$ cat src/hdl/cam_regs.vh
`ifndef CAM_REGS_VH
`define CAM_REGS_VH

// Register offsets on the register port.
`define REG_HOST_COMMAND_WORD   16'h2d02
`define REG_DRIVE_STATUS_WORD   16'h2d12

// Command word fields.
`define CMD_COUPLER_BIT         11
`define CMD_COMP_REQ_BIT        13
`define CMD_RESET_VAL           16'h0000

// Status word fields.
`define STS_CAM_ACTIVE_BIT      0
`define STS_ALARM_BIT           1
`define STS_ENGAGED_BIT         11
`define STS_SMOOTHING_BIT       12
`define STS_COMP_DONE_BIT       13

// Restoration target codes.
`define RESTORE_ONE_CYCLE       2'h0
`define RESTORE_STD_POS         2'h1
`define RESTORE_FEED            2'h2

// Coupler control setting codes.
`define COUPLER_NONE            1'b0
`define COUPLER_CMD             1'b1

// Timing: clock period and internal cycles, in ns.
`define CLOCK_PERIOD_NS         10
`define CTRL_PERIOD_NS          20000
`define SCAN_PERIOD_NS          40000
`define CTRL_CYCLES             (`CTRL_PERIOD_NS / `CLOCK_PERIOD_NS)
`define SCAN_CYCLES             (`SCAN_PERIOD_NS / `CLOCK_PERIOD_NS)
`define CTRL_LAST               16'h07cf
`define SCAN_LAST               16'h0f9f

`endif

$ cat src/hdl/coupler_smoother.v
`default_nettype none

// Exponential smoothing of the per-cycle command increment. Whatever is not
// yet passed on stays in the residual, so total travel is preserved.
module coupler_smoother (
	// Clock and reset
	input  wire               clock,
	input  wire               rst,
	// Control
	input  wire               tick,
	input  wire               bypass,
	input  wire [3:0]         tc_shift,
	// Data
	input  wire signed [31:0] in_delta,
	output reg  signed [31:0] out_delta,
	output wire               busy
);

	reg  signed [31:0] residual_q;
	wire signed [31:0] residual_sum;
	reg  signed [31:0] step;

	assign residual_sum = residual_q + in_delta;
	assign busy         = (residual_q != 32'sh0000_0000);

	always @* begin
		step = residual_sum >>> tc_shift;
		if (step == 32'sh0000_0000 && residual_sum != 32'sh0000_0000) begin
			step = residual_sum[31] ? -32'sh0000_0001 : 32'sh0000_0001;
		end
	end

	always @(posedge clock) begin
		if (rst) begin
			residual_q <= 32'sh0000_0000;
			out_delta  <= 32'sh0000_0000;
		end else if (tick) begin
			if (bypass) begin
				residual_q <= 32'sh0000_0000;
				out_delta  <= in_delta;
			end else begin
				residual_q <= residual_sum - step;
				out_delta  <= step;
			end
		end
	end

endmodule // coupler_smoother

`default_nettype wire

$ cat src/hdl/comp_spreader.v
`default_nettype none

// Spreads a compensation amount over 2^tc_shift control cycles.
module comp_spreader (
	// Clock and reset
	input  wire               clock,
	input  wire               rst,
	// Control
	input  wire               tick,
	input  wire               start,
	input  wire [3:0]         tc_shift,
	input  wire signed [31:0] amount,
	// Result
	output reg  signed [31:0] step_out,
	output reg                active,
	output reg                done
);

	reg  signed [31:0] left_q;
	reg  signed [31:0] slice_q;
	reg  [15:0]        count_q;
	reg                last_q;

	always @(posedge clock) begin
		if (rst) begin
			left_q   <= 32'sh0000_0000;
			slice_q  <= 32'sh0000_0000;
			count_q  <= 16'h0000;
			step_out <= 32'sh0000_0000;
			active   <= 1'b0;
			done     <= 1'b0;
			last_q   <= 1'b0;
		end else if (start) begin
			left_q   <= amount;
			slice_q  <= amount >>> tc_shift;
			count_q  <= 16'h0001 << tc_shift;
			step_out <= 32'sh0000_0000;
			active   <= 1'b1;
			done     <= 1'b0;
			last_q   <= 1'b0;
		end else begin
			step_out <= 32'sh0000_0000;
			last_q   <= 1'b0;
			// Done rises a cycle after the last slice, once the position holds it.
			if (last_q) begin
				done <= 1'b1;
			end
			if (tick && active) begin
				if (count_q == 16'h0001) begin
					step_out <= left_q; // Last slice carries the remainder.
					left_q   <= 32'sh0000_0000;
					active   <= 1'b0;
					last_q   <= 1'b1;
				end else begin
					step_out <= slice_q;
					left_q   <= left_q - slice_q;
				end
				count_q <= count_q - 16'h0001;
			end
		end
	end

endmodule // comp_spreader

`default_nettype wire

$ cat src/hdl/cam_restore_clutch_compensation.v
// Behaviour
// - Restoration target chosen by data code 0/1/2.
// - Standard position restored, then cam control entered.
// - Uses data one-cycle value, feed value at switch-on.
// - Feed value restored from one-cycle and standard position.
// - Feed value jumps to restored value after switching.
// - Gap over in-position range raises alarm, refuses entry.
// - Status bits 11 engaged, 12 smoothing.
// - Engaged coupler passes main-shaft pulses, else blocks.
// - Setting change 1 to 0 refused during cam.
// - On and off in one scan both execute.
// - Setting 0 couples directly, ignores other parameters.
// - Command mode follows command level.
// - Time constant smooths engage, disengage, speed changes.
// - Smoothing keeps total travel unchanged.
// - Setting 1 selects exponential smoothing curve.
// - Compensation drives one-cycle value to target.
// - Request bit 13, completion status bit 13.
// - Amount computed at request, spread over time constant.

`include "cam_regs.vh"

`default_nettype none

module cam_restore_clutch_compensation (
	// Clock and reset
	input  wire               clock,
	input  wire               rst,
	// Register port
	input  wire [15:0]        reg_addr,
	input  wire [15:0]        reg_wdata,
	input  wire               reg_we,
	input  wire               reg_re,
	output reg  [15:0]        reg_rdata,
	// Discrete inputs
	input  wire               cam_ctrl_cmd,
	input  wire               main_shaft_coupler_cmd,
	input  wire               ms_pulse,
	input  wire               ms_dir,
	// Cam control data
	input  wire [1:0]         restore_target,
	input  wire signed [31:0] std_pos_data,
	input  wire signed [31:0] one_cycle_data,
	input  wire [31:0]        inposition_range_setting,
	input  wire               coupler_mode_set,
	input  wire               smoothing_system,
	input  wire [3:0]         coupler_tc_shift,
	input  wire signed [31:0] comp_target,
	input  wire [3:0]         comp_tc_shift,
	// Positions and status
	output reg  signed [31:0] feed_pos,
	output reg  signed [31:0] one_cycle_pos,
	output reg  signed [31:0] std_pos,
	output reg  signed [31:0] axis_delta,
	output reg                cam_active,
	output reg                feed_value_restore_fail_alarm,
	output reg                coupler_engaged_flag,
	output wire               coupler_smoothing_flag,
	output wire               comp_done_flag
);

	// Dividers for control cycle and DI scan cycle.
	reg  [15:0] ctrl_cnt_q;
	reg  [15:0] scan_cnt_q;
	wire        ctrl_tick;
	wire        scan_tick;

	assign ctrl_tick = (ctrl_cnt_q == `CTRL_LAST);
	assign scan_tick = (scan_cnt_q == `SCAN_LAST);

	always @(posedge clock) begin
		if (rst) begin
			ctrl_cnt_q <= 16'h0000;
			scan_cnt_q <= 16'h0000;
		end else begin
			ctrl_cnt_q <= ctrl_tick ? 16'h0000 : ctrl_cnt_q + 16'h0001;
			scan_cnt_q <= scan_tick ? 16'h0000 : scan_cnt_q + 16'h0001;
		end
	end

	// Pin synchronisers: first stage feeds only the second.
	reg  [3:0] pin_s1_q;
	reg  [3:0] pin_s2_q;
	reg        cam_prev_q;
	reg        pulse_prev_q;

	always @(posedge clock) begin
		if (rst) begin
			pin_s1_q     <= 4'h0;
			pin_s2_q     <= 4'h0;
			cam_prev_q   <= 1'b0;
			pulse_prev_q <= 1'b0;
		end else begin
			pin_s1_q     <= {ms_dir, ms_pulse, main_shaft_coupler_cmd, cam_ctrl_cmd};
			pin_s2_q     <= pin_s1_q;
			cam_prev_q   <= pin_s2_q[0];
			pulse_prev_q <= pin_s2_q[2];
		end
	end

	wire cam_rise   = pin_s2_q[0] & ~cam_prev_q;
	wire cam_fall   = ~pin_s2_q[0] & cam_prev_q;
	wire pulse_edge = pin_s2_q[2] & ~pulse_prev_q;

	// Host command word.
	reg  [15:0] cmd_q;
	reg         comp_req_prev_q;
	wire        cmd_wr = reg_we && (reg_addr == `REG_HOST_COMMAND_WORD);

	always @(posedge clock) begin
		if (rst) begin
			cmd_q <= `CMD_RESET_VAL;
		end else if (cmd_wr) begin
			cmd_q <= reg_wdata;
		end
	end

	// Coupler setting; change from command mode to none refused in cam control.
	reg mode_q;

	always @(posedge clock) begin
		if (rst) begin
			mode_q <= `COUPLER_NONE;
		end else if (!(cam_active && mode_q == `COUPLER_CMD &&
				coupler_mode_set == `COUPLER_NONE)) begin
			mode_q <= coupler_mode_set;
		end
	end

	// Coupler command level from the pin or the command word.
	wire coupler_level = pin_s2_q[1] | cmd_q[`CMD_COUPLER_BIT];
	reg  level_prev_q;
	reg  on_seen_q;
	reg  off_seen_q;
	reg  [1:0] seq_q;
	wire on_now  = coupler_level & ~level_prev_q;
	wire off_now = ~coupler_level & level_prev_q;

	always @(posedge clock) begin
		if (rst) begin
			level_prev_q         <= 1'b0;
			on_seen_q            <= 1'b0;
			off_seen_q           <= 1'b0;
			seq_q                <= 2'h0;
			coupler_engaged_flag <= 1'b0;
		end else begin
			level_prev_q <= coupler_level;
			if (mode_q == `COUPLER_NONE) begin
				on_seen_q            <= 1'b0;
				off_seen_q           <= 1'b0;
				seq_q                <= 2'h0;
				coupler_engaged_flag <= 1'b1;
			end else if (seq_q == 2'h2) begin
				seq_q                <= 2'h1;
				coupler_engaged_flag <= 1'b1;
			end else if (seq_q == 2'h1) begin
				seq_q                <= 2'h0;
				coupler_engaged_flag <= 1'b0;
			end else if (scan_tick) begin
				on_seen_q  <= 1'b0;
				off_seen_q <= 1'b0;
				if ((on_seen_q | on_now) && (off_seen_q | off_now)) begin
					coupler_engaged_flag <= ~coupler_engaged_flag;
					seq_q                <= coupler_engaged_flag ? 2'h2 : 2'h1;
				end else begin
					coupler_engaged_flag <= coupler_level;
				end
			end else begin
				on_seen_q  <= on_seen_q | on_now;
				off_seen_q <= off_seen_q | off_now;
			end
		end
	end

	// Main-shaft pulse count per control cycle.
	reg  signed [31:0] ms_count_q;
	wire signed [31:0] pulse_inc = !pulse_edge ? 32'sh0000_0000 :
		(pin_s2_q[3] ? -32'sh0000_0001 : 32'sh0000_0001);
	wire signed [31:0] ms_total = ms_count_q + pulse_inc;

	always @(posedge clock) begin
		if (rst) begin
			ms_count_q <= 32'sh0000_0000;
		end else begin
			ms_count_q <= ctrl_tick ? 32'sh0000_0000 : ms_total;
		end
	end

	wire signed [31:0] gated_delta = coupler_engaged_flag ? ms_total : 32'sh0000_0000;
	wire signed [31:0] smooth_delta;
	wire               smooth_busy;

	coupler_smoother u_smoother (
		.clock     (clock),
		.rst       (rst),
		.tick      (ctrl_tick),
		.bypass    (mode_q == `COUPLER_NONE || !smoothing_system),
		.tc_shift  (coupler_tc_shift),
		.in_delta  (gated_delta),
		.out_delta (smooth_delta),
		.busy      (smooth_busy)
	);

	assign coupler_smoothing_flag = smooth_busy & (mode_q == `COUPLER_CMD);

	// Cam position compensation.
	wire               comp_req   = cmd_q[`CMD_COMP_REQ_BIT];
	wire               comp_start = comp_req & ~comp_req_prev_q & cam_active;
	wire signed [31:0] comp_step;
	wire               comp_busy;

	always @(posedge clock) begin
		if (rst) begin
			comp_req_prev_q <= 1'b0;
		end else begin
			comp_req_prev_q <= comp_req;
		end
	end

	comp_spreader u_comp (
		.clock    (clock),
		.rst      (rst),
		.tick     (ctrl_tick),
		.start    (comp_start),
		.tc_shift (comp_tc_shift),
		.amount   (comp_target - one_cycle_pos),
		.step_out (comp_step),
		.active   (comp_busy),
		.done     (comp_done_flag)
	);

	// Restoration and position tracking.
	wire signed [31:0] restored_feed = std_pos_data + one_cycle_data;
	wire signed [31:0] gap           = restored_feed - feed_pos;
	wire        [31:0] gap_abs       = gap[31] ? (~gap + 32'sh0000_0001) : gap;
	wire               gap_bad       = gap_abs > inposition_range_setting;

	always @(posedge clock) begin
		if (rst) begin
			feed_pos                      <= 32'sh0000_0000;
			one_cycle_pos                 <= 32'sh0000_0000;
			std_pos                       <= 32'sh0000_0000;
			axis_delta                    <= 32'sh0000_0000;
			cam_active                    <= 1'b0;
			feed_value_restore_fail_alarm <= 1'b0;
		end else if (cam_rise) begin
			feed_value_restore_fail_alarm <= 1'b0;
			case (restore_target)
				`RESTORE_ONE_CYCLE: begin
					std_pos       <= std_pos_data;
					one_cycle_pos <= feed_pos - std_pos_data;
					cam_active    <= 1'b1;
				end
				`RESTORE_STD_POS: begin
					one_cycle_pos <= one_cycle_data;
					std_pos       <= feed_pos - one_cycle_data;
					cam_active    <= 1'b1;
				end
				`RESTORE_FEED: begin
					if (gap_bad) begin
						feed_value_restore_fail_alarm <= 1'b1;
					end else begin
						std_pos       <= std_pos_data;
						one_cycle_pos <= one_cycle_data;
						feed_pos      <= restored_feed;
						cam_active    <= 1'b1;
					end
				end
				default: begin
					feed_value_restore_fail_alarm <= 1'b1;
				end
			endcase
		end else begin
			if (cam_fall) begin
				cam_active <= 1'b0;
			end
			if (ctrl_tick) begin
				axis_delta <= smooth_delta;
				feed_pos   <= feed_pos + smooth_delta;
			end
			if (cam_active) begin
				one_cycle_pos <= one_cycle_pos + comp_step +
					(ctrl_tick ? smooth_delta : 32'sh0000_0000);
			end
		end
	end

	// Register read port.
	wire [15:0] status_word = (16'h0001 << `STS_CAM_ACTIVE_BIT) * {15'h0000, cam_active}
		| (16'h0001 << `STS_ALARM_BIT) * {15'h0000, feed_value_restore_fail_alarm}
		| (16'h0001 << `STS_ENGAGED_BIT) * {15'h0000, coupler_engaged_flag}
		| (16'h0001 << `STS_SMOOTHING_BIT) * {15'h0000, coupler_smoothing_flag}
		| (16'h0001 << `STS_COMP_DONE_BIT) * {15'h0000, comp_done_flag};

	always @(posedge clock) begin
		if (rst) begin
			reg_rdata <= 16'h0000;
		end else if (reg_re) begin
			case (reg_addr)
				`REG_HOST_COMMAND_WORD: reg_rdata <= cmd_q;
				`REG_DRIVE_STATUS_WORD: reg_rdata <= status_word;
				default:                reg_rdata <= 16'h0000;
			endcase
		end
	end

endmodule // cam_restore_clutch_compensation

`default_nettype wire

$ cat config.mk
export PLATFORM = sky130hd
export DESIGN_NAME = cam_restore_clutch_compensation
export DESIGN_NICKNAME = d
export VERILOG_FILES = /design/src/hdl/coupler_smoother.v /design/src/hdl/comp_spreader.v /design/src/hdl/cam_restore_clutch_compensation.v
export VERILOG_INCLUDE_DIRS = /design/src /design/src/hdl
export SDC_FILE = /design/constraint.sdc
export NUM_CORES = 2
export LEC_CHECK = 0
export BUFFER_PORTS_ARGS = -buffer_cell sky130_fd_sc_hd__buf_4
export CORE_UTILIZATION = 45
export CTS_BUF_LIST = sky130_fd_sc_hd__clkbuf_8
export CTS_CLUSTER_DIAMETER = 40
export DETAILED_ROUTE_END_ITERATION = 10
export HOLD_SLACK_MARGIN = 0.03
export PLACE_DENSITY = 0.68
export SLEW_MARGIN = 20
export SYNTH_ARGS = -nofsm -noshare
export SYNTH_HDL_FRONTEND = slang
export SYNTH_HIERARCHICAL = 1
export SYNTH_SLANG_ARGS = --single-unit
$ cat constraint.sdc
create_clock -name clock -period 9.4 [get_ports clock]
set_clock_uncertainty 0.2 [all_clocks]
set_input_delay 0.47 -clock clock [delete_from_list [all_inputs] [get_ports clock]]
set_output_delay 0.47 -clock clock [all_outputs]
set_load 0.01 [all_outputs]
==> results by group <==
Worst setup path
  – Crit Path Max Fanout: 5
  – Delay of the slowest critical-path stage: 0.56 ns
  – Crit path from: pin_s2_q[2]$_SDFF_PP0_
  – Startpoint type of the worst setup path: flop
  – R2R cell count: 44
  – Critical Path Most Common Cell: nand2b_1
  – WP buf/inv: 3
  – Critical path's slowest cell: or4_4
  – Required @ worst endpoint: 9.88 ns
  – Critical Path End Type: flop
  – Worst EP arrival: 10.17 ns
  – Reg2reg start: pin_s2_q[2]$_SDFF_PP0_
  – WS Path Type: flop to flop
  – Worst setup path endpoint: u_smoother/residual_q[29]$_SDFFE_PP0P_
  – Reg-to-Reg End: u_smoother/residual_q[29]$_SDFFE_PP0P_
  – Cell family with most CP delay: simple AND/OR/NAND/NOR gates
  – CP Depth: 44
  – R2r setup slk: -0.28 ns

Floorplanning
  – Row count: 111
  – I/O pin total: 329
  – Die W: 308 microns
  – Die height: 308 microns
  – DIE AREA: 94700 sq um
  – Core area: 92100 sq um
  – Initial Util: 0.457

Placement
  – Port bufs: 328
  – DP Wirelength: 125000 microns
  – Setup WS pre-CTS: -0.482 ns
  – Placer Congestion: 0.991

Clock tree
  – Htree depth: 3
  – Max clock buf depth: 3
  – Root Driver: clkbuf_8
  – Clk pin slew, worst setup/hold paths: 0.06 ns
  – CTS tree: built
  – Worst skew pair latency: 0.81 ns
  – Total clock sinks: 423
  – CTS Buf Count: 94

Logic synthesis
  – Number of synthesized flops with an enable pin: 0
  – Count leader, synth: a21oi_1
  – Post-Syn Area per Cell: 7.61 sq um
  – Warning count from the yosys run: 6
  – Mapped Nets: 6132
  – Async SR Flop Fraction: 0
  – Dominant synthesized flop cell: dfxtp_1
  – Largest cells by area after synthesis: dfxtp_1 (20%), ha_1 (11%), a21oi_1 (6.5%)
  – Synth cell types: 130
  – Sequential share of the synthesized area: 0.201
  – Area share of the largest cell type after synthesis: 0.201
  – Flops & latches, synth: 423
  – Leading area contributor after synthesis: dfxtp_1
  – Synth Cell Area: 42100 sq um
  – Post-synthesis cell count: 5526
  – Commonest cells post-synth: a21oi_1 (544), nand2_1 (538), nor2_1 (438)

STA
  – Hold slack: 0.0814 ns
  – Fmax: 103 MHz
  – Post-route clock period utilization: 1.03
  – Least-Margin Pin Slew: 1.14 ns
  – Slew margin rel.: 0.238
  – Final hold vios: 0
  – Slack of the critical path: -0.285 ns
  – Min Clock Period, post-route: 9.68 ns
  – Setup violations, final: 11
  – RSZ-0062 raised after global routing: true
  – Slew Viols, Final: 0

Route
  – Final WL: 163000 microns
  – Routed vias: 45.1k
  – Vias per inst: 6.01
  – Metal2 WL: 74200 microns
  – Wire per inst: 21.7 microns
  – Wl on met1: 68500 microns
  – Met3 Routed Length: 13500 microns
  – Initial drt markers: 4067
  – ANT nets after route: 0
  – 1st-pass router iterations: 5
  – DR top layer: met5
  – DRC Markers: 0

Status
  – Failing checks: negative setup slack
  – Status: finished with violations

GRT
  – Vias in the first global route: 42.4k
  – Initial antenna violation count: 7
  – First-pass GRT wire length: 246000 microns
  – Pin count of the biggest net entering global routing: 84
  – Congestion Overflow GR: 0
  – Total GRT Usage: 0.331

Final layout
  – FILL cells: 8704
  – Share of cells above drive strength 1: 0.186
  – Layout Area Growth over Synthesis: 23.1%
  – Layout net count: 6784

Pwr
  – Leakage: 0.0231 uW
  – Maximum ir drop on the vdd rail: 0.000108 V
  – Cell Pwr Density: 131 nW/um^2

Min path
  – Min-Delay Path Class: input port to flop

Flow run
  – Number of max-cap violations: 0
==> how the worst min path moves through the flow <==
stage / start / end / slack (ns) / cells after the start
floorplan: u_comp/last_q$_SDFF_PP0_ / u_comp/done$_SDFFE_PP0P_ / 0.21 / 1
global placement: u_comp/last_q$_SDFF_PP0_ / u_comp/done$_SDFFE_PP0P_ / 0.21 / 1
detailed placement: pin_s1_q[0]$_SDFF_PP0_ / pin_s2_q[0]$_SDFF_PP0_ / 0.22 / 1
CTS: std_pos_data[20] / std_pos[20]$_SDFFE_PP0P_ / 0.03 / 5
global route: one_cycle_data[27] / one_cycle_pos[27]$_SDFFE_PP0P_ / 0.08 / 4
finish: comp_target[0] / u_comp/left_q[0]$_SDFFE_PP0P_ / 0.08 / 6
==> power by group <==
group          switching [uW]  internal, uW
clock network            1010          1440
registers                45.8          1820
logic                    1450          1030
==> area by class of cell <==
cell class	instances	area (sq um)	area share
multi-input cells	4499	31700	0.613
clock inverters	64	744	0.0144
well taps	1243	1560	0.0300
repair buffers	834	6580	0.127
inverters	326	1230	0.0237
clock buffers	106	1460	0.0282
diodes	8	20.0	0.000387
flip-flops and latches	423	8470	0.164
==> cells in the final DEF, fill, tap and decap left out, drive strengths merged, types with 40 or more instances in the layout <==
cell type / n
a211oi: 115
dfxtp: 423
dlygate4sd3: 91
buf: 743
clkbuf: 106
nand2: 539
mux2i: 120
nand3: 134
nor3: 116
a21oi: 550
xor2: 121
nor4: 40
o21bai: 41
a31oi: 68
xnor2: 186
nand2b: 55
nand4: 61
nor2: 438
nor2b: 63
ha: 384
inv: 347
and3: 90
a21o: 190
o21ai: 295
fa: 42
and2: 125
o21a: 60
o211ai: 97
==> worst reg2reg max path: cells and delay by family (launching register included) <==
kind                     cells  cell delay [ns]
adder cells (fa/ha/maj)      3             0.64
AND/OR/NAND/NOR             23             5.14
flip-flops                   1             0.32
buffers and inverters        3             0.50
multiplexers                 1             0.47
AO/OA/AOI/OAI               14             2.37
==> per-stage QoR <==
step	TNS (ns)	cell area, sq um	total power, uW	utilization	std cells
6_report	-1.36	51800	6800	0.562	7503
5_1_grt	-6.23	51800	7130	0.562	7498
4_1_cts	-0.680	51300	6750	0.557	7481
3_5_place_dp	-3.75	47900	4250	0.520	7198
3_3_place_gp	-1.56	47900	4220	0.520	7198
2_1_floorplan	0	42200	3550	-	5526
==> per-layer routing <==
metal  GRT usage  vias up
met3      0.0541      366
li1            -    21500
met5           0        -
met4       0.132        4
met2       0.538     1931
met1       0.434    21300
==> sequential cells by signal, indices dropped and copies added (netlist names), 2 cells and up <==
register and count:
pin_s2_q 4, u_smoother/out_delta 32, feed_pos 32, one_cycle_pos 32, pin_s1_q 4, u_smoother/residual_q 32
ms_count_q 32, scan_cnt_q 16, std_pos 32, cmd_q 16, ctrl_cnt_q 16, reg_rdata 16
u_comp/count_q 16, u_comp/slice_q 32, axis_delta 32, seq_q 2, u_comp/left_q 32, u_comp/step_out 32
==> cells by family (layout without fill, tap and decap cells) <==
group,after synthesis,in the layout,synth area share
xor gates and xnor gates,307,307,0.0646
buffers and inverters,604,1330,0.0586
DFF,423,423,0.201
and+or+nand+nor,1820,1820,0.213
AOI/OAI and AO/OA,1781,1781,0.279
muxes,165,165,0.0488
other,0,8,0
adders and majority gates,426,426,0.134
==> repair_timing <==
item	CTS	global route
endpoints found under the setup margin	12	115
pin swaps	14	74
buffers inserted	22	16
resized for setup	17	101
hold buffers	91	0
endpoints found under the hold margin	126	0
Power figures use the tool's default switching activity.
